===== config.mk =====
export PLATFORM = sky130hd
export DESIGN_NAME = irq_expander
export DESIGN_NICKNAME = d
export VERILOG_FILES = /design/src/verilog/irq_expander.v
export VERILOG_INCLUDE_DIRS = /design/src /design/src/verilog
export SDC_FILE = /design/constraint.sdc
export NUM_CORES = 2
export LEC_CHECK = 0
export BUFFER_PORTS_ARGS = -buffer_cell sky130_fd_sc_hd__buf_2
export CORE_MARGIN = 4
export CORE_UTILIZATION = 50
export DETAILED_ROUTE_END_ITERATION = 8
export GPL_ROUTABILITY_DRIVEN = 0
export GPL_TIMING_DRIVEN = 0
export HOLD_SLACK_MARGIN = 0.05
export PLACE_DENSITY_LB_ADDON = 0.05
export SETUP_SLACK_MARGIN = 0.1
export SLEW_MARGIN = 20
export SYNTH_ARGS = -nofsm -noshare
export SYNTH_HDL_FRONTEND = slang
export SYNTH_SLANG_ARGS = --single-unit

===== constraint.sdc =====
create_clock -name mclk -period 6.74 [get_ports mclk]
set_input_delay 1.011 -clock mclk [delete_from_list [all_inputs] [get_ports mclk]]
set_output_delay 1.011 -clock mclk [all_outputs]
set_load 0.05 [all_outputs]

===== src/verilog/irq_expander_consts.vh =====
`ifndef IRQ_EXPANDER_CONSTS_VH
`define IRQ_EXPANDER_CONSTS_VH
// Source counts and grouping
`define NUM_SRC        96
`define NUM_LINES      12
`define GRP_SIZE       8
`define SRC_W          7
`define GRP_W          4
// Vector fetch and register save time, CPU cycles
`define FETCH_CYCLES   3'h7
// Fixed sources inside the expander
`define SRC_EXT_ONE    3
`define SRC_EXT_TWO    4
`define SRC_TMR0       6
// Ack codes for the two direct lines
`define ACK_LINE13     4'hC
`define ACK_LINE14     4'hD
// Low-power modes
`define LPM_RUN        2'h0
`define LPM_IDLE       2'h1
`define LPM_STANDBY    2'h2
`define LPM_HALT       2'h3
// Register byte addresses
`define A_CTRL         12'h000
`define A_ENA0         12'h010
`define A_ENA1         12'h014
`define A_ENA2         12'h018
`define A_PEND0        12'h020
`define A_PEND1        12'h024
`define A_PEND2        12'h028
`define A_XCTRL        12'h030
`define A_XCNT1        12'h034
`define A_XCNT2        12'h038
`define A_XCNT13       12'h03C
`define A_STAT         12'h040
`define A_MASK         12'h044
`define A_STATE        12'h048
`define A_VEC_BASE     12'h400
`define A_VEC_LAST     12'h57C
// Field positions
`define CTRL_EN        0
`define CTRL_T1_13     1
`define XC_EN_LSB      0
`define XC_POL_LSB     8
`define ST_WAKE        4
`define ST_LOCKREF     5
`define ST_W           6
`endif


===== src/verilog/irq_expander.v =====
`timescale 1ns/10ps
`include "irq_expander_consts.vh"
// How it works
// RULE1 - Ninety-six request inputs; forty-five are wired to peripherals in this family.
// RULE2 - Requests form groups of eight; each group drives one of twelve CPU lines.
// RULE3 - One writable vector word per source, handed to the CPU when serviced.
// RULE4 - Vector fetch and register save take eight CPU clock cycles.
// RULE5 - Each source has its own enable; disabled sources never reach a line.
// RULE6 - Priority is fixed order in hardware plus software enable masking.
// RULE7 - Three maskable external inputs; the third shares a pin with the NMI.
// RULE8 - Every external input, NMI too, has edge polarity select and enable.
// RULE9 - Each maskable external input has a 16-bit up counter cleared on edges.
// RULE10 - Timer zero-reach requests feed the interrupt routing.
// RULE11 - Third timer goes straight to CPU line fourteen.
// RULE12 - Second timer may drive line thirteen; first timer is a grouped source.
// RULE13 - In idle, an enabled interrupt from a running peripheral wakes the CPU.
// RULE14 - In standby, an external edge wakes CPU and peripherals next cycle.
// RULE15 - In halt only reset or the NMI wakes the device.
// RULE16 - Enables, controls and vector table sit on the directly attached bus.
// RULE17 - Those registers take both 16-bit and 32-bit accesses.
// RULE18 - Protected areas ignore writes until unlocked; lock disables writes again.
// RULE19 - External pins are synchronised before edge detection; one request per edge.
module irq_expander (
  input  wire        mclk,
  input  wire        rst,
  input  wire        psel,
  input  wire        penable,
  input  wire        pwrite,
  input  wire [11:0] paddr,
  input  wire [31:0] pwdata,
  input  wire [3:0]  pstrb,
  output reg         pready_q,
  output reg  [31:0] prdata_q,
  output reg         pslverr_q,
  input  wire [95:0] periph_irq,
  input  wire [2:0]  timer_zero,
  input  wire        ext_irq_one_pin,
  input  wire        ext_irq_two_pin,
  input  wire        shared_nmi_irq_pin,
  input  wire        protected_write_unlock,
  input  wire        protected_write_lock,
  input  wire [1:0]  lpm_mode,
  input  wire        cpu_ack,
  input  wire [3:0]  cpu_ack_grp,
  output reg  [11:0] cpu_line_q,
  output reg         cpu_line_thirteen_q,
  output reg         cpu_line_fourteen_q,
  output reg         cpu_nmi_q,
  output reg         vec_valid_q,
  output reg  [31:0] vec_q,
  output reg  [6:0]  vec_src_q,
  output reg         wake_q,
  output reg         irq_q
);

  localparam ST_IDLE  = 1'b0;
  localparam ST_FETCH = 1'b1;

  reg  [31:0] vec_ram [0:`NUM_SRC-1];
  reg  [95:0] req_prev_q;
  reg  [95:0] pend_q;
  reg  [95:0] en_q;
  reg  [1:0]  ctrl_q;
  reg  [11:0] xctrl_q;
  reg  [15:0] xcnt_q [0:2];
  reg  [`ST_W-1:0] stat_q;
  reg  [`ST_W-1:0] mask_q;
  reg         unlock_q;
  reg         state_q;
  reg  [2:0]  fcnt_q;
  reg  [6:0]  fsrc_q;
  reg  [2:0]  pin_s1_q;
  reg  [2:0]  pin_s2_q;
  reg  [2:0]  pin_s3_q;
  reg         line13_flag_q;
  reg         line14_flag_q;

  wire [95:0] src_in;
  wire [95:0] src_edge;
  wire [3:0]  x_edge;
  wire        wr_en;
  wire        rd_en;
  wire        vec_hit;
  wire [6:0]  vec_idx;
  wire [31:0] wmask;
  wire [95:0] live;

  // Timer zero and the first two external inputs enter fixed slots of the first group
  genvar gi;
  generate
    for (gi = 0; gi < `NUM_SRC; gi = gi + 1) begin : g_src
      assign src_in[gi] = periph_irq[gi]                              // [RULE1]
        | ((gi == `SRC_TMR0) ? timer_zero[0] : 1'b0)                  // [RULE10] [RULE12]
        | ((gi == `SRC_EXT_ONE) ? x_edge[0] : 1'b0)
        | ((gi == `SRC_EXT_TWO) ? x_edge[1] : 1'b0);
      assign src_edge[gi] = src_in[gi] & ~req_prev_q[gi];
      assign live[gi]     = pend_q[gi] & en_q[gi];                    // [RULE5]
    end
  endgenerate

  // External pins: two-flop synchroniser, third flop for the edge
  always @(posedge mclk) begin
    if (rst) begin
      pin_s1_q <= 3'h0;
      pin_s2_q <= 3'h0;
      pin_s3_q <= 3'h0;
    end else begin
      pin_s1_q <= {shared_nmi_irq_pin, ext_irq_two_pin, ext_irq_one_pin};
      pin_s2_q <= pin_s1_q;                                           // [RULE19]
      pin_s3_q <= pin_s2_q;
    end
  end

  // Channels 0..2 maskable, 3 is the NMI; 2 and 3 share the same pin
  generate
    for (gi = 0; gi < 4; gi = gi + 1) begin : g_ext
      localparam integer PIN = (gi == 3) ? 2 : gi;                    // [RULE7]
      wire rise = pin_s2_q[PIN] & ~pin_s3_q[PIN];
      wire fall = ~pin_s2_q[PIN] & pin_s3_q[PIN];
      // Polarity 1 picks the rising edge; enable gates the request
      assign x_edge[gi] = xctrl_q[`XC_EN_LSB + gi]                    // [RULE8] [RULE19]
        & (xctrl_q[`XC_POL_LSB + gi] ? rise : fall);
    end
    for (gi = 0; gi < 3; gi = gi + 1) begin : g_cnt
      // Free-running stamp; a valid edge restarts it at zero
      always @(posedge mclk) begin
        if (rst) begin
          xcnt_q[gi] <= 16'h0000;
        end else if (x_edge[gi]) begin
          xcnt_q[gi] <= 16'h0000;                                     // [RULE9]
        end else begin
          xcnt_q[gi] <= xcnt_q[gi] + 16'h0001;
        end
      end
    end
  endgenerate

  // APB decode; no wait state, yet every answer comes from a flop set in the setup cycle
  assign rd_en   = psel & ~penable & ~pwrite;
  assign wr_en   = psel & penable & pwrite & pready_q;
  assign vec_hit = (paddr >= `A_VEC_BASE) && (paddr <= `A_VEC_LAST) && (paddr[1:0] == 2'h0);
  assign vec_idx = paddr[8:2] - 7'h00;
  // 16-bit halves are written independently; byte lanes pair into halves
  assign wmask   = {{16{pstrb[3] | pstrb[2]}}, {16{pstrb[1] | pstrb[0]}}};  // [RULE17]

  function mapped;
    input [11:0] a;
    begin
      case (a)
        `A_CTRL, `A_ENA0, `A_ENA1, `A_ENA2, `A_PEND0, `A_PEND1, `A_PEND2,
        `A_XCTRL, `A_XCNT1, `A_XCNT2, `A_XCNT13, `A_STAT, `A_MASK,
        `A_STATE: mapped = 1'b1;
        default:  mapped = 1'b0;
      endcase
    end
  endfunction

  function [31:0] merge;
    input [31:0] old;
    input [31:0] nw;
    input [31:0] m;
    begin
      merge = (old & ~m) | (nw & m);
    end
  endfunction

  // Read mux, registered in the setup cycle
  reg [31:0] rdata_d;
  always @* begin
    rdata_d = 32'h0000_0000;
    if (vec_hit) begin
      rdata_d = vec_ram[vec_idx];
    end else begin
      case (paddr)
        `A_CTRL:   rdata_d = {30'h0, ctrl_q};
        `A_ENA0:   rdata_d = en_q[31:0];
        `A_ENA1:   rdata_d = en_q[63:32];
        `A_ENA2:   rdata_d = en_q[95:64];
        `A_PEND0:  rdata_d = pend_q[31:0];
        `A_PEND1:  rdata_d = pend_q[63:32];
        `A_PEND2:  rdata_d = pend_q[95:64];
        `A_XCTRL:  rdata_d = {20'h0, xctrl_q};
        `A_XCNT1:  rdata_d = {16'h0, xcnt_q[0]};
        `A_XCNT2:  rdata_d = {16'h0, xcnt_q[1]};
        `A_XCNT13: rdata_d = {16'h0, xcnt_q[2]};
        `A_STAT:   rdata_d = {26'h0, stat_q};
        `A_MASK:   rdata_d = {26'h0, mask_q};
        `A_STATE:  rdata_d = {26'h0, unlock_q, state_q, lpm_mode, line14_flag_q, line13_flag_q};
        default:   rdata_d = 32'h0000_0000;
      endcase
    end
  end

  // Bus answer flops
  always @(posedge mclk) begin
    if (rst) begin
      pready_q  <= 1'b0;
      prdata_q  <= 32'h0000_0000;
      pslverr_q <= 1'b0;
    end else begin
      pready_q  <= psel & ~penable;
      pslverr_q <= psel & ~penable & ~(vec_hit | mapped(paddr));
      if (rd_en) begin
        prdata_q <= rdata_d;
      end
    end
  end

  // Protected-write window for the vector table
  always @(posedge mclk) begin
    if (rst) begin
      unlock_q <= 1'b0;
    end else if (protected_write_lock) begin
      unlock_q <= 1'b0;                                               // [RULE18]
    end else if (protected_write_unlock) begin
      unlock_q <= 1'b1;                                               // [RULE18]
    end
  end

  // Vector RAM: no reset, software loads it after unlocking
  always @(posedge mclk) begin
    if (wr_en && vec_hit && unlock_q) begin
      vec_ram[vec_idx] <= merge(vec_ram[vec_idx], pwdata, wmask);     // [RULE3] [RULE16]
    end
  end

  // Merged write values, cut to each register's width below; bits above that width are dropped
  wire [31:0] ctrl_wr  = merge({30'h0, ctrl_q}, pwdata, wmask);
  wire [31:0] xctrl_wr = merge({20'h0, xctrl_q}, pwdata, wmask);
  wire [31:0] mask_wr  = merge({26'h0, mask_q}, pwdata, wmask);

  // Control, enable and mask registers
  always @(posedge mclk) begin
    if (rst) begin
      ctrl_q  <= 2'h0;
      en_q    <= 96'h0;
      xctrl_q <= 12'h000;
      mask_q  <= {`ST_W{1'b0}};
    end else if (wr_en) begin
      case (paddr)
        `A_CTRL:  ctrl_q  <= ctrl_wr[1:0];
        `A_ENA0:  en_q[31:0]  <= merge(en_q[31:0], pwdata, wmask);    // [RULE5] [RULE16]
        `A_ENA1:  en_q[63:32] <= merge(en_q[63:32], pwdata, wmask);
        `A_ENA2:  en_q[95:64] <= merge(en_q[95:64], pwdata, wmask);
        `A_XCTRL: xctrl_q <= xctrl_wr[11:0] & 12'hF0F;               // [RULE8]
        `A_MASK:  mask_q  <= mask_wr[`ST_W-1:0];
        default:  ctrl_q  <= ctrl_q;
      endcase
    end
  end

  // Fixed-order pick inside the acknowledged group: lowest index wins
  reg [2:0] pick_d;
  reg       found_d;
  integer   k;
  integer   j;
  always @* begin
    pick_d  = 3'h0;
    found_d = 1'b0;
    for (k = `GRP_SIZE - 1; k >= 0; k = k - 1) begin
      if (cpu_ack_grp < `NUM_LINES && live[{cpu_ack_grp[3:0], 3'h0} + k]) begin
        pick_d  = k[2:0];                                             // [RULE6]
        found_d = 1'b1;
      end
    end
  end

  wire       take   = cpu_ack && (state_q == ST_IDLE) && found_d;
  wire [6:0] take_i = {cpu_ack_grp[3:0], pick_d};

  // Pending flags: an edge in the clear cycle wins over the clear
  always @(posedge mclk) begin
    if (rst) begin
      req_prev_q <= 96'h0;
      pend_q     <= 96'h0;
    end else begin
      req_prev_q <= src_in;
      for (j = 0; j < `NUM_SRC; j = j + 1) begin
        if (src_edge[j]) begin
          pend_q[j] <= 1'b1;
        end else if (take && take_i == j) begin
          pend_q[j] <= 1'b0;
        end else if (wr_en && paddr == (`A_PEND0 + 12'h004 * (j / 32))
                     && pwdata[j % 32] && wmask[j % 32]) begin
          pend_q[j] <= 1'b0;
        end
      end
    end
  end

  // Vector fetch: eight cycles from ack to the vector word
  always @(posedge mclk) begin
    if (rst) begin
      state_q     <= ST_IDLE;
      fcnt_q      <= 3'h0;
      fsrc_q      <= 7'h00;
      vec_valid_q <= 1'b0;
      vec_q       <= 32'h0000_0000;
      vec_src_q   <= 7'h00;
    end else begin
      vec_valid_q <= 1'b0;
      case (state_q)
        ST_IDLE: begin
          if (take) begin
            state_q <= ST_FETCH;
            fcnt_q  <= 3'h0;
            fsrc_q  <= take_i;
          end
        end
        ST_FETCH: begin
          fcnt_q <= fcnt_q + 3'h1;
          if (fcnt_q == `FETCH_CYCLES - 3'h1) begin
            state_q     <= ST_IDLE;                                   // [RULE4]
            vec_valid_q <= 1'b1;                                      // [RULE3] [RULE4]
            vec_q       <= vec_ram[fsrc_q];
            vec_src_q   <= fsrc_q;
          end
        end
        default: state_q <= ST_IDLE;
      endcase
    end
  end

  // Group lines and the two direct lines
  reg [11:0] grp_d;
  integer    g;
  always @* begin
    grp_d = 12'h000;
    for (g = 0; g < `NUM_LINES; g = g + 1) begin
      grp_d[g] = ctrl_q[`CTRL_EN] & (|live[g*`GRP_SIZE +: `GRP_SIZE]);  // [RULE2] [RULE5]
    end
  end

  wire set13 = x_edge[2] | (ctrl_q[`CTRL_T1_13] & timer_zero[1]);     // [RULE12]
  wire ack13 = cpu_ack && cpu_ack_grp == `ACK_LINE13;
  wire ack14 = cpu_ack && cpu_ack_grp == `ACK_LINE14;

  always @(posedge mclk) begin
    if (rst) begin
      cpu_line_q          <= 12'h000;
      line13_flag_q       <= 1'b0;
      line14_flag_q       <= 1'b0;
      cpu_line_thirteen_q <= 1'b0;
      cpu_line_fourteen_q <= 1'b0;
      cpu_nmi_q           <= 1'b0;
    end else begin
      cpu_line_q    <= grp_d;                                         // [RULE2]
      line13_flag_q <= set13 | (line13_flag_q & ~ack13);
      line14_flag_q <= timer_zero[2] | (line14_flag_q & ~ack14);      // [RULE11]
      cpu_line_thirteen_q <= set13 | (line13_flag_q & ~ack13);
      cpu_line_fourteen_q <= timer_zero[2] | (line14_flag_q & ~ack14);
      cpu_nmi_q           <= x_edge[3];                               // [RULE8]
    end
  end

  // Wake logic per low-power mode
  reg wake_d;
  always @* begin
    case (lpm_mode)
      `LPM_IDLE:    wake_d = |grp_d | set13 | timer_zero[2] | x_edge[3];  // [RULE13]
      `LPM_STANDBY: wake_d = |x_edge;                                 // [RULE14]
      `LPM_HALT:    wake_d = x_edge[3];                               // [RULE15]
      default:      wake_d = 1'b0;
    endcase
  end

  // Sticky status, write one to clear, set beats clear
  wire [`ST_W-1:0] st_set = {wr_en & vec_hit & ~unlock_q, wake_d, x_edge};
  wire [`ST_W-1:0] st_clr = (wr_en && paddr == `A_STAT) ? (pwdata[`ST_W-1:0]
                            & wmask[`ST_W-1:0]) : {`ST_W{1'b0}};
  always @(posedge mclk) begin
    if (rst) begin
      stat_q <= {`ST_W{1'b0}};
      wake_q <= 1'b0;
      irq_q  <= 1'b0;
    end else begin
      stat_q <= st_set | (stat_q & ~st_clr);
      wake_q <= wake_d;                                               // [RULE14]
      irq_q  <= |((st_set | (stat_q & ~st_clr)) & mask_q);
    end
  end

endmodule


# ---- Yosys cells after proc, flatten, opt, wreduce, memory -nomap -nowiden
# Memory sizes are Yosys's and may differ from the RTL's. A register that Yosys moved wholly into a read port is not among the register bits.
# Cells that the tools add are included.
dict set report word_totals {
  ff_bits 390
  latch_bits 0
  mem_bits_rw 3120
  mem_bits_ro 0
  input_bits 164
  out_inout_bits 91
  wordCells 1431
  n_memories 2
}
dict set report op_classes {
  n_addsub 11
  multipliers 0
  div 0
  order_cmp 11
  n_eq_ne 115
  shifts 0
  mux 364
  bitwise_logic 373
  n_reduce_logical 433
}
# memory depth width rd rd_ports_with_merged_regs wr line_no
set mem_list {}
lappend mem_list {vec_ram 96 32 2 1 1 irq_expander.v:59} ;# reg [31:0] vec_ram [0:`NUM_SRC-1];
lappend mem_list {xcnt_q 3 16 3 0 3 irq_expander.v:65} ;# reg [15:0] xcnt_q [0:2];
# cell count
set op_table {}
lappend op_table {{32-bit one-hot mux with 14 select lines} 1}
lappend op_table {{1-bit 2-to-1 mux} 335}
lappend op_table {{1-bit logical AND} 308}
lappend op_table {{3-bit nonzero test} 96}
lappend op_table {{1-bit AND} 225}
lappend op_table {{7-bit by 6-bit == test with 1-bit output (second input constant)} 32}
lappend op_table {{7-bit == test (second input constant)} 32}
lappend op_table {{32-bit AND} 5}
lappend op_table {{32-bit OR} 4}
lappend op_table {{7-bit by 5-bit == test with 1-bit output (second input constant)} 16}
lappend op_table {{1-bit inverter} 109}
lappend op_table {{16-bit 2-to-1 mux} 6}
lappend op_table {{8-bit OR reduction} 12}
lappend op_table {{12-bit by 6-bit == test with 1-bit output (second input constant)} 7}
lappend op_table {{7-bit by 4-bit == test with 1-bit output (second input constant)} 8}
lappend op_table {{8-bit less-than comparator (second input constant)} 7}
lappend op_table {{1-bit binary-select mux with 7-bit select} 7}
lappend op_table {{16-bit by 1-bit adder with 16-bit output (second input constant)} 3}
lappend op_table {{12-bit by 5-bit == test with 1-bit output (second input constant)} 3}
lappend op_table {{12-bit by 7-bit == test with 1-bit output (second input constant)} 3}
lappend op_table {{7-bit by 3-bit adder with 8-bit output (second input constant)} 4}
lappend op_table {{32-bit 2-to-1 mux} 1}
lappend op_table {{32-bit inverter} 1}
lappend op_table {{7-bit by 3-bit == test with 1-bit output (second input constant)} 4}
lappend op_table {{other kinds (37)} 78}

# ---- Depth between registers and ports, before layout
dict set report depth {
  ltp_word 16
  depth_mapped 14
  mapped_depth_nobuf 8
}

# ---- Worst setup path before layout
# Ideal clock, no wire load.
dict set report synth_path {
  path_type {input port to flip-flop}
  from {input paddr[2]}
  to {memory vec_ram[0][3] (data pin)}
  setup_ns 0.949
  arrival_time_ns 6.226
  required_time_ns 5.791
  slack_ns -0.435
  path_stages 8
  cell_sequence {buf_2 buf_1 mux4_2 mux4_2 a32oi_1 nand3_1 a21oi_1 o21ai_0}
}
dict set report synth_via {
  elab_chain_cells 3
}
# item line_no
set synth_rtl {}
lappend synth_rtl {{from (decl)} irq_expander.v:29} ;# input wire [11:0] paddr,
lappend synth_rtl {{memory read 96 x 32 bit} -}
lappend synth_rtl {{32-bit AND} irq_expander.v:163} ;# merge = (old & ~m) | (nw & m);
lappend synth_rtl {{32-bit OR} irq_expander.v:163}
lappend synth_rtl {{to (decl)} irq_expander.v:59}
# Every way passes these cells.

# ---- Final worst setup path
dict set report layout_path {
  from {input paddr[3]}
  to {memory vec_ram[49][31] (data pin)}
}
# The elaborated chain is that of the path after synthesis.

==> out/metrics.cfg <==
[worst_hold_path]
hold_path.class = in -> reg

[sta]
setup_tns_ns = -95.32
drv_slew = 0
whs_ns = 0.180
fmax_ghz = 0.140
relSlewSlack_pct = 2.69
finalWorstSetupSlack_ns = -0.392
tightest_slew_ns = 1.46
finalHoldViolations = 0
rsz0062_at_grt = no
clock-skew-final_ns = 0.0598
post-route-min-period_ns = 7.13
setup_viol = 533
fin_crit_sh_pct = 106

[power]
peakVddDrop_v = 0.000234
power.density_mw_per_mm2 = 273
finalPower_mw = 52.0
p_leak_nw = 60.0

[synth]
yosysMostFrequentCell = edfxtp_1
synth-seq-area-share_pct = 63.1
syn_inst = 8523
synth-edff-count = 3120
ys.flop_type = edfxtp_1
synth_area_per_cell_um2 = 19.0
synth_common_cells = edfxtp_1 (3120), mux4_2 (1942), nand2_1 (566)
synth-seq-cells = 3542
yosysTopAreaCellShare_pct = 57.9
ys_warn_count = 0
yosysUniqueCellTypes = 79
async_flop_share_pct = 0
netlist_area_mm2 = 0.162
synth.area.top_cells = edfxtp_1 (58%), mux4_2 (27%), dfxtp_1 (5.2%)
yosysTopAreaCell = edfxtp_1

[critical_path]
crit_path_cell_trace = clkbuf_1, clkdlybuf4s15_1, clkbuf_2, clkbuf_2, mux4_2, mux4_2, mux2i_1, o2111ai_1, nand2b_1, nand2_4, buf_16
crit_buf_inv = 5
cp_data_required_time_ns = 7.37
path_class = in -> reg
crit_family = buffers and inverters
start_kind = primary input
cp-end-kind = register
path_max_fanout = 64
cp_data_arrival_time_ns = 7.76
crit_slowest_cell = mux2i_1
max_stage_delay_ns = 1.04

[drt]
wire_per_inst_um = 51.2
drtIter0Drc = 21553
ant_nets = 0
vias = 109065
route.detailed.drc = 7
drtPass1Iterations = 9
totalWireLength_mm = 728
post_drt_via_cell_ratio = 7.67

[floorplanning]
start_util_pct = 50.3
die_h_um = 577
rows = 208
ios = 255
die_w_um = 577
core_mm2 = 0.322
die-area_mm2 = 0.333

[cts]
holdBufCountCts = 0
post_cts_buffers = 0
cts_tree = yes
cts_buffer_depth = 4
clock_sinks = 3542
ctsRootBufferMaster = clkbuf_16
h-tree-depth = 5
tritoncts.num_buffers = 380
clk_pin_slew_ns = 0.06
worstSkewPairLatency_ns = 1.02

[global_route]
grt_pass1_wl_mm = 950
grt_pass1_vias = 102872
overflow = 0
gr-usage-all-layers_pct = 43.5
antenna_found_initial = 58
grt_max_degree = 85

[final_layout]
fillers = 23668
nNetsFinal = 9701
syn_to_final_growth_pct = 17.6
layout-drive-gt1-share_pct = 37.7
instances_no_fill = 14223
register_area_mm2 = 0.102
multiInputGateArea_mm2 = 0.0580

[outcome]
status = complete, but fails checks
failed_checks = DRC, setup timing

[flow_run]
maxCapViolations = 0

[placed_design]
port_buffers = 245
placed_cells = 13451
post-place-ws_ns = -1.34
hpwlAfterDp_mm = 529

==> metal layers <==
layer,up-vias,track usage [%],routed length [um]
met5,-,0.617,582
met4,24,31.4,68300
met3,2545,19.9,118000
met2,10827,60.5,306000
met1,57349,53.6,236000
li1,38320,-,-
==> metrics by stage <==
step           area, um^2  utilization, %
6_report           190000            59.2
5_1_grt            190000            59.1
4_1_cts            190000            59.1
3_5_place_dp       178000            55.3
3_3_place_gp       169000            52.4
2_1_floorplan      162000               -
==> cell usage in the layout, fill, tap and decap left out, drive strengths merged, types with 80 or more instances in the layout <==
cell type  netlist  final
a21oi          222    222
a22oi          105    105
buf            262    837
clkbuf         409    912
clkinv           0    127
dfxtp          422    422
diode            0     85
edfxtp        3120   3120
inv            108    118
mux2i           96     96
mux4          1943   1943
nand2          566    566
nand2b          80     80
nand3          126    126
nor2           245    245
nor2b          102    102
o21ai          197    197
==> worst reg2reg max path: stages, from the launching register on <==
cell and delay, ns:
dfxtp_1 0.72, clkbuf_1 0.31, clkbuf_1 0.82, buf_1 0.92, clkbuf_2 0.81, mux4_2 0.41, mux4_2 0.53, mux2i_1 1.02
o21ai_0 0.48, o21ai_0 0.66, nand2_1 0.11
==> timing repair <==
action / in CTS / in global routing
gates resized for setup: 8 / 14
pin swaps: 0 / 0
endpoints found under the setup margin: 647 / 409
==> logic make-up after synthesis <==
| kind of cell | share of synthesized area [%] |
|---|---|
| DFF | 63.1 |
| and+or+nand+nor | 3.73 |
| buffers and inverters | 1.92 |
| xor gates and xnor gates | 0.211 |
| other | 0.00232 |
| muxes | 27.7 |
| adders and majority gates | 0.0387 |
| AOI/OAI and AO/OA | 3.25 |
==> layout make-up <==
type	count	share of cell area, %
sequential	3542	53.7
multi-input combinational	4249	30.5
clock buffer	500	5.47
timing repair buffer	580	4.65
tap	4305	2.83
buffer	671	1.64
clock inverter	183	0.948
inverter	108	0.213
antenna	85	0.112
==> flip-flops by register name, summed over array words and instances, names as in the netlist, 3 cells and up, named ones only <==
signal      flops
fsrc_q          7
pend_q         96
vec_src_q       7
fcnt_q          3
vec_q          32
vec_ram      3072
pin_s2_q        3
cpu_line_q     12
prdata_q       32
xcnt_q         48
pin_s1_q        3
pin_s3_q        3
stat_q          6
req_prev_q     96
==> report_power, final <==
| part | internal, mW | total (mW) | switching (mW) |
|---|---|---|---|
| logic | 2.08 | 6.43 | 4.36 |
| clock network | 12.1 | 21.2 | 9.09 |
| registers | 24.2 | 24.4 | 0.176 |
==> final timing paths <==
check,startpoint,to,slack [ns],cells past startpoint
worst max-delay path,paddr[3],vec_ram[49][31],-0.39,11
worst min-delay path,protected_write_lock,unlock_q,0.18,2
worst max register to register,fsrc_q[1],vec_q[7],-0.19,10
worst min register to register,req_prev_q[93],pend_q[93],0.39,1
(Power assumes the default switching activity.)
